<file path="src/hw/lpsel_regs.svh">
`ifndef LPSEL_REGS_SVH
`define LPSEL_REGS_SVH

// register offsets on the plain register port
`define LPSEL_ADDR_W 9
`define LPSEL_OFF_SEG_SELECT 9'h10d
`define LPSEL_OFF_PRESCALE 9'h10e
`define LPSEL_OFF_CONTROL 9'h10f
`define LPSEL_OFF_PIXEL_BASE 9'h110
`define LPSEL_OFF_PIXEL_LAST 9'h11f
`define LPSEL_OFF_DIR_BASE 9'h120
`define LPSEL_OFF_DIR_LAST 9'h123

// reset values
`define LPSEL_RST_SEG_SELECT 8'hff
`define LPSEL_RST_PRESCALE 4'h0
`define LPSEL_RST_CONTROL 8'h00
`define LPSEL_RST_DIR 8'hff

// field positions and masks
`define LPSEL_CTRL_MUX_LSB 0
`define LPSEL_CTRL_MUX_MSB 1
`define LPSEL_CTRL_RSVD_MASK 8'hdf
`define LPSEL_PS_MASK 8'h0f

// geometry
`define LPSEL_PIXEL_BYTES 16
`define LPSEL_SEGMENTS 32
`define LPSEL_DIR_REGS 4
`define LPSEL_GROUPS 8
`define LPSEL_SHARED_COMMONS 3

`endif

</file>
<file path="src/hw/lpsel_pkg.sv">
package lpsel_pkg;

    // common multiplex select encodings
    typedef enum logic [1:0] {
        LPSEL_MUX_STATIC = 2'b00,
        LPSEL_MUX_HALF = 2'b01,
        LPSEL_MUX_THIRD = 2'b10,
        LPSEL_MUX_QUARTER = 2'b11
    } lpsel_mux_e;

    // what the block drives towards the pin side
    typedef struct packed {
        logic [31:0] lcd_drive;
        logic [2:0] common_drive;
        logic [31:0] digital_out_en;
    } lpsel_pins_s;

    // what the block hands to the waveform generator
    typedef struct packed {
        logic [127:0] pixel_bits;
        logic [1:0] common_multiplex_select;
        logic [7:0] control;
        logic [3:0] prescale;
    } lpsel_wave_s;

    // all state of the top module
    typedef struct packed {
        logic [127:0] pixel_state_bytes;
        logic [7:0] segment_pin_function_select;
        logic [7:0] display_control_register;
        logic [3:0] display_prescale_register;
        logic [31:0] port_direction_bits;
        logic [7:0] rdata;
        lpsel_pins_s pins;
        lpsel_wave_s wave;
    } lpsel_state_s;

endpackage

</file>
<file path="src/hw/lpsel_top.sv">
// Design decision made here: the plain strobed port.
`timescale 1ns/100ps
`include "lpsel_regs.svh"

module lpsel_top (
    input wire logic clk,
    input wire logic rst,
    input wire logic external_master_clear,
    input wire logic watchdog_reset,
    input wire logic [8:0] addr,
    input wire logic [7:0] wdata,
    input wire logic wr,
    input wire logic rd,
    output logic [7:0] rdata,
    output lpsel_pkg::lpsel_pins_s pins,
    output lpsel_pkg::lpsel_wave_s wave
);

    ////////////////////////////////////////////////////////////////////////
    // decoding helpers

    function automatic logic in_range(
        input logic [8:0] a,
        input logic [8:0] lo,
        input logic [8:0] hi
    );
        in_range = (a >= lo) && (a <= hi);
    endfunction

    // single-register address match
    function automatic logic reg_hit(
        input logic [8:0] a,
        input logic [8:0] off
    );
        reg_hit = (a == off);
    endfunction

    // segment index to the enable bit that owns its group
    function automatic logic [2:0] group_of(
        input int unsigned seg
    );
        logic [2:0] g;
        g = 3'h0;
        case (seg)
            31, 30, 29: begin
                g = 3'h7;
            end
            28, 27: begin
                g = 3'h6;
            end
            26, 25, 24, 23, 22, 21, 20: begin
                g = 3'h5;
            end
            19, 18, 17, 16: begin
                g = 3'h4;
            end
            15, 14, 13, 12: begin
                g = 3'h3;
            end
            11, 10, 9: begin
                g = 3'h2;
            end
            8, 7, 6, 5: begin
                g = 3'h1;
            end
            default: begin
                g = 3'h0;
            end
        endcase
        group_of = g;
    endfunction

    // top segment pins claimed as common lines, lowest first
    function automatic logic [2:0] commons_claimed(
        input logic [1:0] m
    );
        logic [2:0] c;
        c = 3'h0;
        case (m)
            lpsel_pkg::LPSEL_MUX_STATIC: begin
                c = 3'h0;
            end
            lpsel_pkg::LPSEL_MUX_HALF: begin
                c = 3'h1;
            end
            lpsel_pkg::LPSEL_MUX_THIRD: begin
                c = 3'h3;
            end
            lpsel_pkg::LPSEL_MUX_QUARTER: begin
                c = 3'h7;
            end
            default: begin
                c = 3'h0;
            end
        endcase
        commons_claimed = c;
    endfunction

    // flat map, a simplification: segment pin s answers to direction bit s
    function automatic int unsigned dir_bit_of(
        input int unsigned seg
    );
        dir_bit_of = seg;
    endfunction

    ////////////////////////////////////////////////////////////////////////
    // state

    lpsel_pkg::lpsel_state_s state_q;
    lpsel_pkg::lpsel_state_s state_d;

    logic [`LPSEL_SEGMENTS-1:0] seg_enable;
    logic [`LPSEL_SHARED_COMMONS-1:0] common_taken;
    logic [`LPSEL_SEGMENTS-1:0] lcd_owned;
    logic [`LPSEL_SEGMENTS-1:0] out_en;
    logic [1:0] mux_sel;
    logic is_pixel;
    logic is_dir;
    logic [3:0] pixel_idx;
    logic [1:0] dir_idx;
    logic reg_reset;
    logic [`LPSEL_GROUPS-1:0] group_en;

    // address decode and per-byte strobes
    logic hit_seg;
    logic hit_ctl;
    logic hit_ps;
    logic [`LPSEL_PIXEL_BYTES-1:0] pixel_we;
    logic [`LPSEL_DIR_REGS-1:0] dir_we;
    // byte views of the stores for the read mux
    logic [7:0] pixel_view [`LPSEL_PIXEL_BYTES];
    logic [7:0] dir_view [`LPSEL_DIR_REGS];

    localparam int unsigned FIRST_SHARED = `LPSEL_SEGMENTS - `LPSEL_SHARED_COMMONS;

    assign mux_sel = state_q.display_control_register[`LPSEL_CTRL_MUX_MSB:`LPSEL_CTRL_MUX_LSB];
    assign is_pixel = in_range(addr, `LPSEL_OFF_PIXEL_BASE, `LPSEL_OFF_PIXEL_LAST);
    assign is_dir = in_range(addr, `LPSEL_OFF_DIR_BASE, `LPSEL_OFF_DIR_LAST);
    assign pixel_idx = addr[3:0];
    assign dir_idx = addr[1:0];
    // power-on, master clear and watchdog all reset the control registers
    assign reg_reset = rst || external_master_clear || watchdog_reset;
    assign hit_seg = reg_hit(addr, `LPSEL_OFF_SEG_SELECT);
    assign hit_ctl = reg_hit(addr, `LPSEL_OFF_CONTROL);
    assign hit_ps = reg_hit(addr, `LPSEL_OFF_PRESCALE);
    assign group_en = state_q.segment_pin_function_select;

    ////////////////////////////////////////////////////////////////////////
    // byte write strobes and read views

    genvar b;
    generate
        for (b = 0; b < `LPSEL_PIXEL_BYTES; b = b + 1) begin : g_pix_we
            assign pixel_we[b] = wr && is_pixel && (pixel_idx == 4'(b));
            assign pixel_view[b] = state_q.pixel_state_bytes[b * 8 +: 8];
        end
        for (b = 0; b < `LPSEL_DIR_REGS; b = b + 1) begin : g_dir_we
            assign dir_we[b] = wr && is_dir && (dir_idx == 2'(b));
            assign dir_view[b] = state_q.port_direction_bits[b * 8 +: 8];
        end
    endgenerate

    ////////////////////////////////////////////////////////////////////////
    // pin function per segment pin

    // multiplex outranks enables
    // commons one, two, three take segments 29, 30, 31 as mux grows
    assign common_taken = commons_claimed(mux_sel);

    genvar s;
    generate
        for (s = 0; s < `LPSEL_SEGMENTS; s = s + 1) begin : g_seg
            assign seg_enable[s] = group_en[group_of(s)];
            if (s >= FIRST_SHARED) begin : g_shared
                assign lcd_owned[s] = common_taken[s - FIRST_SHARED] || seg_enable[s];
            end else begin : g_plain
                // one drives glass, zero is port
                assign lcd_owned[s] = seg_enable[s];
            end
            assign out_en[s] = !lcd_owned[s] && !state_q.port_direction_bits[dir_bit_of(s)];
        end
    endgenerate

    ////////////////////////////////////////////////////////////////////////
    // next state

    always_comb begin
        state_d = state_q;

        for (int n = 0; n < `LPSEL_PIXEL_BYTES; n++) begin
            if (pixel_we[n]) begin
                state_d.pixel_state_bytes[n * 8 +: 8] = wdata;
            end
        end
        if (wr && hit_seg) begin
            // software clears to get a port
            state_d.segment_pin_function_select = wdata;
        end
        if (wr && hit_ctl) begin
            state_d.display_control_register = wdata & `LPSEL_CTRL_RSVD_MASK;
        end
        if (wr && hit_ps) begin
            state_d.display_prescale_register = wdata[3:0];
        end
        for (int k = 0; k < `LPSEL_DIR_REGS; k++) begin
            if (dir_we[k]) begin
                state_d.port_direction_bits[k * 8 +: 8] = wdata;
            end
        end

        // read data stands only in the cycle after the strobe
        state_d.rdata = 8'h00;
        if (rd) begin
            if (is_pixel) begin
                state_d.rdata = pixel_view[pixel_idx];
            end else if (is_dir) begin
                state_d.rdata = dir_view[dir_idx];
            end else begin
                case (addr)
                    `LPSEL_OFF_SEG_SELECT: begin
                        state_d.rdata = state_q.segment_pin_function_select;
                    end
                    `LPSEL_OFF_CONTROL: begin
                        state_d.rdata = state_q.display_control_register;
                    end
                    `LPSEL_OFF_PRESCALE: begin
                        state_d.rdata = {4'h0, state_q.display_prescale_register};
                    end
                    default: begin
                        state_d.rdata = 8'h00;
                    end
                endcase
            end
        end

        // outputs follow the registers one cycle later
        state_d.pins.lcd_drive = lcd_owned;
        state_d.pins.common_drive = common_taken;
        state_d.pins.digital_out_en = out_en;
        state_d.wave.pixel_bits = state_q.pixel_state_bytes;
        state_d.wave.common_multiplex_select = mux_sel;
        state_d.wave.control = state_q.display_control_register;
        state_d.wave.prescale = state_q.display_prescale_register;

        // pixels untouched by any reset
        // wake-up needs no input: nothing here changes on it
        if (reg_reset) begin
            state_d.segment_pin_function_select = `LPSEL_RST_SEG_SELECT;
            state_d.port_direction_bits = {`LPSEL_DIR_REGS{`LPSEL_RST_DIR}};
            state_d.display_control_register = `LPSEL_RST_CONTROL;
            state_d.display_prescale_register = `LPSEL_RST_PRESCALE;
            state_d.rdata = 8'h00;
            // pins park as glass drivers, never as outputs
            state_d.pins.lcd_drive = {`LPSEL_SEGMENTS{1'b1}};
            state_d.pins.common_drive = 3'h0;
            state_d.pins.digital_out_en = {`LPSEL_SEGMENTS{1'b0}};
            state_d.wave.common_multiplex_select = 2'h0;
            state_d.wave.control = `LPSEL_RST_CONTROL;
            state_d.wave.prescale = `LPSEL_RST_PRESCALE;
        end
    end

    ////////////////////////////////////////////////////////////////////////
    // registers

    // pixel field has no reset term, so it powers up unknown
    always_ff @(posedge clk) begin
        state_q <= state_d;
    end

    assign rdata = state_q.rdata;
    assign pins = state_q.pins;
    assign wave = state_q.wave;

endmodule // lpsel_top

</file>
<file path="config.mk">
export PLATFORM = sky130hd
export DESIGN_NAME = lpsel_top
export DESIGN_NICKNAME = d
export VERILOG_FILES = /design/src/hw/lpsel_pkg.sv /design/src/hw/lpsel_top.sv
export VERILOG_INCLUDE_DIRS = /design/src /design/src/hw
export SDC_FILE = /design/constraint.sdc
export NUM_CORES = 1
export LEC_CHECK = 0
export BUFFER_PORTS_ARGS = -buffer_cell sky130_fd_sc_hd__buf_4
export CORE_UTILIZATION = 55
export CTS_BUF_LIST = sky130_fd_sc_hd__clkbuf_8 sky130_fd_sc_hd__clkbuf_16
export DETAILED_ROUTE_END_ITERATION = 8
export HOLD_SLACK_MARGIN = 0.05
export PLACE_DENSITY = 0.89
export SLEW_MARGIN = 10
export SYNTH_ARGS = -nofsm -noshare
export SYNTH_HDL_FRONTEND = slang
export SYNTH_SLANG_ARGS = --single-unit
</file>
<file path="constraint.sdc">
create_clock -name clk -period 2.9 [get_ports clk]
set_input_delay 0.58 -clock clk [delete_from_list [all_inputs] [get_ports clk]]
set_output_delay 0.58 -clock clk [all_outputs]
set_load 0.05 [all_outputs]
</file>
# After elaboration in Yosys (flattened, before gate mapping)
# Index checks and enable logic that the tools add are counted.
[classes]
magnitude_cmp = 6
n_eq_ne = 24
n_mux = 10
bitwise_logic = 3
reduce_logical = 110
[ops]
columns = ["op", "n"]
rows = [
  ["logical AND 1 bit", 59],
  ["2-to-1 mux 8 bit", 6],
  ["zero test 1 bit", 42],
  ["binary-select mux 8 bit (select 4 bit)", 1],
  ["equality test 4 bit (second input constant)", 8],
  ["equality test 9 bit (second input constant)", 3],
  ["one-hot mux 8 bit (3 select lines)", 1],
  [">= comparator 9 bit (second input constant)", 2],
  ["<= comparator 9 bit (second input constant)", 2],
  ["binary-select mux 8 bit (select 2 bit)", 1],
  ["equality test 4 x 3 -> 1 bit (second input constant)", 4],
  ["one-hot mux 3 bit (4 select lines)", 1],
  ["equality test 2 bit (second input constant)", 4],
  ["equality test 4 x 2 -> 1 bit (second input constant)", 2],
  [">= comparator 5 bit (second input constant)", 1],
  ["logical OR 1 bit", 5],
  ["inverter 4 -> 5 bit", 1],
  ["equality test 2 x 1 -> 1 bit (second input constant)", 2],
  ["equality test 4 x 1 -> 1 bit (second input constant)", 1],
  ["zero test 2 bit", 2],
  ["zero test 4 bit", 1],
  [">= comparator 3 bit (second input constant)", 1],
  ["inverter 2 -> 3 bit", 1],
  ["OR reduction 2 bit", 1],
  ["inverter 1 bit", 1],
]
[totals]
register_bits = 395
output_inout_bits = 217
elab_cells = 184

# Logic depth before layout (Yosys ltp)
# Gate-level depths: netlist of run 1.
[depth]
depth_word = 6
depth_mapped = 8
mapped_depth_nobuf = 5

# Worst setup path after synthesis of run 1
# OpenSTA, ideal clock, no wires.
[synth_path]
kind = "input-to-reg"
startpoint = "input port addr[0]"
endpoint = "register state_q, in the netlist pixel_view[104] (enable)"
setup_ns = 0.383
arrival_time_ns = 2.191
slack_ns = 0.325
path_stages = 7
cell_sequence = "buf_6 -> buf_8 -> buf_8 -> nor2_1 -> buf_2 -> nand2_1 -> nor3_1"
[synth_between]
elab_chain_cells = 4
[synth_rtl]
columns = ["item", "line_no", "rtl"]
rows = [
  ["from (decl)", "lpsel_top.sv:10", "input wire logic [8:0] addr,"],
  [">= comparator 9 bit / <= comparator 9 bit (equally long branches)", "lpsel_top.sv:27", "in_range = (a >= lo) && (a <= hi);"],
  ["logical AND 1 bit", "lpsel_top.sv:27", ""],
  ["logical AND 1 bit", "lpsel_top.sv:154", "assign pixel_we[b] = wr && is_pixel && (pixel_idx == 4'(b));"],
  ["logical AND 1 bit *", "lpsel_top.sv:154", ""],
  ["net pixel_we[2]", "lpsel_top.sv:128", "logic [`LPSEL_PIXEL_BYTES-1:0] pixel_we;"],
  ["to (signal assigned)", "lpsel_top.sv:268", "state_q <= state_d;"],
  ["to (decl)", "lpsel_top.sv:109", "lpsel_pkg::lpsel_state_s state_q;"],
]
# The timed path passes the listed nets; every way through them passes the cells marked *.
# A chain may end at the register's enable or synchronous reset.

# Worst setup path after layout of run 1
[layout_path]
startpoint = "input port addr[7]"
endpoint = "register state_q, in the netlist pixel_view[97] (enable)"
[layout_between]
elab_chain_cells = 4
[layout_rtl]
columns = ["item", "line_no"]
rows = [
  [">= comparator 9 bit / <= comparator 9 bit (equally long branches)", "lpsel_top.sv:27"],
  ["logical AND 1 bit *", "lpsel_top.sv:27"],
  ["logical AND 1 bit * (2 in a row)", "lpsel_top.sv:154"],
  ["net pixel_we[3]", "lpsel_top.sv:128"],
]
# Marks and branches as above.

==> results of run 1 <==
-- placed cells by master, fill, tap and decap left out, types with 5 or more instances in the layout --
cell,count
nand2_1,68
dfxtp_1,243
mux2i_1,21
a21oi_1,23
nand3_1,54
edfxtp_1,128
a22oi_1,5
clkbuf_8,5
o21ai_1,7
a211oi_1,5
and3_1,6
clkinv_2,8
nor2_1,57
mux4_2,36
nand2b_1,9
and2_1,14
clkbuf_16,36
buf_4,268
-- state kept, by name (all words and copies together) (netlist names) --
| signal | flops |
|---|---|
| dir_view | 32 |
| group_en | 8 |
| mux_sel | 2 |
| pins | 45 |
| pixel_view | 128 |
| rdata | 8 |
| state_q | 9 |
| wave | 139 |
-- metal layers --
metal	vias to the layer above	part of all wire	track usage
met5	-	0	0
met4	0	0.033	0.09711
met3	66	0.097	0.04928
met2	493	0.48	0.3901
met1	3717	0.39	0.3152
li1	3309	-	-
-- power breakdown --
group          total [mW]  internal [mW]  leakage, nW  switching [mW]
Clock                4.43           2.51        0.581            1.92
Combinational       0.282          0.100         2.25           0.182
Sequential           5.38           5.38         3.16         0.00242
Total                10.1           7.98         5.99            2.10
-- layout make-up --
class | instances | area (µm²)
clock buffer | 41 | 969.7
sequential | 371 | 8708
multi-input combinational | 357 | 2675
fill | 1725 | 8591
tap | 319 | 399.1
timing repair buffer | 269 | 2032
clock inverter | 24 | 167.7
-- worst min path at each step --
stage | slack, ns | startpoint | cells past startpoint | end
floorplan | 0.34 | pixel_view[52] | 0 | wave[90]
global placement | 0.35 | pixel_view[26] | 0 | wave[112]
detailed placement | 0.35 | pixel_view[64] | 0 | wave[70]
CTS | 0.37 | pixel_view[65] | 0 | wave[71]
global route | 0.37 | pixel_view[65] | 0 | wave[71]
finish | 0.37 | pixel_view[64] | 0 | wave[70]
-- kinds of logic after synthesis --
| family | count (synthesis) | share of synthesized area |
|---|---|---|
| buf+inv | 252 | 0.1387 |
| mux | 65 | 0.08922 |
| other cells | 1 | 0.0002839 |
| simple gates | 234 | 0.08458 |
| compound gates | 57 | 0.02804 |
| flops | 371 | 0.6592 |
-- worst reg2reg max path: stages (launching register included) --
cell       delay, ns
dfxtp_1         0.36
mux4_1          0.54
a32o_1          0.30
a221oi_1        0.35
a2111oi_1       0.11
==> flow_summary.yaml, run 1 <==
run_status:
  status: "complete, no violations"
timing:
  relSlewSlack: 0.5539
  drv_slew: 0
  finalSetupTns_ns: 0
  tightest_slew_ns: 0.6678
  layout_worst_path_cycle_share: 0.7688
  hold_viol: 0
  holdWs_ns: 0.3681
  finalWorstSetupSlack_ns: 0.6704
  finClkSkew_ns: 0.01753
  grt_setup_unrepaired: "no"
  finalCriticalPeriod_ns: 2.230
  max_freq_mhz: 448.5
  finalSetupViolCount: 0
critical_path:
  worstSetupEndpoint: "pixel_view[97]"
  cp_num_buf_inv: 2
  startpoint_type: "primary input"
  critPathLaunch: "addr[7]"
  reg2reg_depth: 4
  slowest_stage: "nor3b_1"
  cp_num_cells: 6
  reg2reg_slack_ns: 1.11
  required_ns: 3.13
  r2r_end: "rdata[4]"
  r2r_start: "dir_view[12]"
  cp_data_arrival_time_ns: 2.46
  cp_max_fo: 8
  cpMostUsedCell: "buf_4"
  crit_family: "simple AND/OR/NAND/NOR gates"
  cp-end-kind: "register"
  path_cells: "buf_4, or3b_4, nor3b_1, nand2_1, nor3_1, buf_4"
  path_class: "in -> reg"
  crit_path_max_incr_delay_ns: 0.57
drt:
  routed_via_density: 5.492
  wl_per_cell_um: 21.63
  drt_iter0_markers: 781
  vias: 7585
  routed_wl_mm: 29.87
  remaining_drc_errors: 0
  drt-pass1-iter-count: 6
  final_antenna_net_count: 0
die:
  die-area_mm2: 0.02464
  core_mm2: 0.02354
  die_x_um: 157.0
  initial_core_util: 0.5611
  top_level_ports: 240
  rows: 56
  die_h_um: 157.0
synthesis:
  ys_seq_area_frac: 0.6592
  syn_inst: 980
  synthArstFlopShare: 0
  synth_commonest_cells: "dfxtp_1, buf_4, edfxtp_1"
  yosysTopAreaCellShare: 0.3683
  synthTopCellsByArea: "dfxtp_1, edfxtp_1, buf_4"
  ys.warnings.count: 0
  synth-seq-cells: 371
  synth_edf_count: 128
  syn_area_mm2: 0.01321
  synth_area_leader_cell: "dfxtp_1"
  ys_types: 45
  synthFlopType: "dfxtp_1"
  synth_nets: 1003
  synth_most_common_cell: "dfxtp_1"
  postSynthAreaPerCell_um2: 13.48
final_layout:
  finalNonFillerCells: 1381
  finish.instance_area_mm2: 0.01495
  utilization: 0.6351
  drive_gt1_frac: 0.3493
  syn_to_final_growth_pct: 13.18
  fin_nets: 1058
  n_antenna_cell: 0
power:
  ir_worst_vdd_v: 0.0003627
  p_leak_nw: 5.986
  p_total_mw: 10.09
  powerDensity_mw_per_mm2: 674.7
placement:
  post_dp_cell_area_mm2: 0.01381
  gp_routability_congestion: 0.9012
  dpl_worst_slack_ns: 0.1793
  port-buffer-count: 238
  placed_cells: 1316
  dp_hpwl_mm: 20.42
cts:
  cts_buffer_depth: 3
  path_clk_slew_ns: 0.06
  cts_sinks: 371
  clock_latency_ns: 0.52
  htreeDepth: 2
  cts_resized: 0
  postCtsHoldBufs: 0
  post_cts.repair.setup_buffers: 0
  numCtsBuffers: 36
  ctsRootBufferMaster: "clkbuf_16"
  cts_tree: "yes"
global_route:
  antenna_found_initial: 0
  grt_pass1_wl_mm: 43.23
  grt_overflow: 0
  grt_pass1_vias: 7165
  grt_max_degree: 61
  grt.total_usage: 0.2399
hold_path:
  hold_path.class: "reg -> reg"
flow_run:
  cap_viol_max_count: 0
No activity file was read; power rests on OpenSTA's default activity.
==> run 2, diff against run 1 <==
Settings changed: CORE_UTILIZATION 55 to 50, PLACE_DENSITY 0.89 to 0.86.
Clock period 2.9 ns to 1.87 ns, I/O delays scaled along.
==> run 2 against run 1 <==
Compared with the run above: die area is 9.9% higher; clock-buffer cell count grew 3; first-iteration DRC count increased by 8.3%; hold slack got worse by 0.11 ns; sequential power grew 55%; final cell count increased by 3.0%; clock power rose by 61%; critical path depth is 1 lower; final area rose by 3.7%; non-clock buffer count increased by 24; critical endpoint is now rdata[7]; largest cell class unchanged; largest power group unchanged.
==> flow_summary.yaml, run 2 (synthesized netlist as in run 1, its figures left out) <==
run_status:
  status: "complete, no violations"
cts:
  cts_sinks: 371
  clock_latency_ns: 0.52
  htreeDepth: 2
  cts_buffer_depth: 3
  path_clk_slew_ns: 0.06
  post_cts.repair.setup_buffers: 0
  numCtsBuffers: 36
  postCtsHoldBufs: 0
  cts_tree: "yes"
  ctsRootBufferMaster: "clkbuf_16"
  cts_resized: 0
global_route:
  grt_pass1_wl_mm: 45.42
  grt_overflow: 0
  antenna_found_initial: 0
  grt_max_degree: 61
  grt.total_usage: 0.2291
  grt_pass1_vias: 7388
timing:
  finalWorstSetupSlack_ns: 0.06900
  finClkSkew_ns: 0.01812
  drv_slew: 0
  grt_setup_unrepaired: "no"
  hold_viol: 0
  layout_worst_path_cycle_share: 0.9631
  finalCriticalPeriod_ns: 1.801
  max_freq_mhz: 555.2
  finalSetupViolCount: 0
critical_path:
  startpoint_type: "register"
  path_cells: "mux4_1, mux2i_1, nor2_1, a2111oi_2, nor3b_1"
  reg2reg_slack_ns: 0.07
  required_ns: 2.26
  critPathLaunch: "pixel_view[63]"
  r2r_end: "rdata[7]"
  worstSetupEndpoint: "rdata[7]"
  path_class: "reg -> reg"
  cp_data_arrival_time_ns: 2.19
  reg2reg_depth: 5
  cp_max_fo: 2
  crit_path_max_incr_delay_ns: 0.55
  slowest_stage: "mux4_1"
  r2r_start: "pixel_view[63]"
  cp-end-kind: "register"
drt:
  vias: 7629
  final_antenna_net_count: 0
  routed_wl_mm: 31.12
  drt_iter0_markers: 846
  drt-pass1-iter-count: 5
  routed_via_density: 5.365
  remaining_drc_errors: 0
  wl_per_cell_um: 21.89
final_layout:
  n_antenna_cell: 0
  finalNonFillerCells: 1422
  fin_nets: 1082
  layout_common_cells: "buf_4, dfxtp_1, edfxtp_1, nand2_1, nand3_1"
  layout_commonest_cell: "buf_4"
  utilization: 0.5965
  finish.instance_area_mm2: 0.01550
  largest_reg_flops: 139
  syn_to_final_growth_pct: 17.33
  drive_gt1_frac: 0.3809
placement:
  gp_routability_congestion: 0.8694
  post_dp_cell_area_mm2: 0.01429
  dp_hpwl_mm: 21.62
  placed_cells: 1354
  port-buffer-count: 238
  dpl_worst_slack_ns: -0.2960
die:
  top_level_ports: 240
  die-area_mm2: 0.02708
  rows: 59
  initial_core_util: 0.5084
  die_h_um: 164.5
  die_x_um: 164.5
  core_mm2: 0.02598
hold_path:
  hold_path.startpoint: "watchdog_reset"
  hold_path.class: "in -> reg"
power:
  powerDensity_mw_per_mm2: 1032
  p_total_mw: 16.00
  p_leak_nw: 6.211
  ir_worst_vdd_v: 0.0008404
flow_run:
  cap_viol_max_count: 0
==> run 2: cell count changes in the layout (fill, tap and decap cells not counted), sizes merged <==
cell    before  now
inv          6   12
clkbuf      41   44
clkinv      16    8
buf        269  293
==> run 2: critical path, delay by kind of cell (launching register included) <==
kind / cells / cell delay [ns]
compound gates: 1 / 0.30
mux: 2 / 0.76
flops: 1 / 0.44
simple gates: 2 / 0.17
==> run 2: layer usage <==
layer | vias up | global-route usage | wire [µm]
met4 | 0 | 0.07548 | 669
met5 | - | 0 | 0
li1 | 3356 | - | -
met3 | 46 | 0.04771 | 3147
met1 | 3729 | 0.3047 | 12140
met2 | 498 | 0.3743 | 15170
==> run 2: per-stage QoR <==
stage	setup TNS, ns	hold WS [ns]
after floorplan	-3.449	0.3392
after detailed placement	-27.42	0.3585
after global routing	0	0.2528
after global placement	-21.85	0.3514
after CTS	0	0.2424
final	0	0.2609
==> run 2: where the power goes <==
group          switching (mW)  leakage (nW)  internal (mW)  total (mW)
Sequential            0.00398          3.16           8.34        8.34
Combinational           0.315          2.43          0.197       0.512
Clock                    2.98         0.619           4.17        7.15
Total                    3.30          6.21           12.7        16.0
==> run 2: worst min path at each step <==
stage | to | slack [ns] | cells after the start
3_5_place_dp | wave[90] | 0.36 | 0
6_report | pins[65] | 0.26 | 3
5_1_grt | pixel_view[119] | 0.25 | 1
4_1_cts | pins[65] | 0.24 | 3
2_1_floorplan | wave[90] | 0.34 | 0
3_3_place_gp | wave[59] | 0.35 | 0
==> run 2: final cells by class <==
class,instances,area (µm²)
Multi-Input combinational cell,357,2851
Tap cell,335,419.2
Clock buffer,44,1056
Fill cell,1949,10490
Timing Repair Buffer,293,2325
Sequential cell,371,8708
Clock inverter,22,140.1
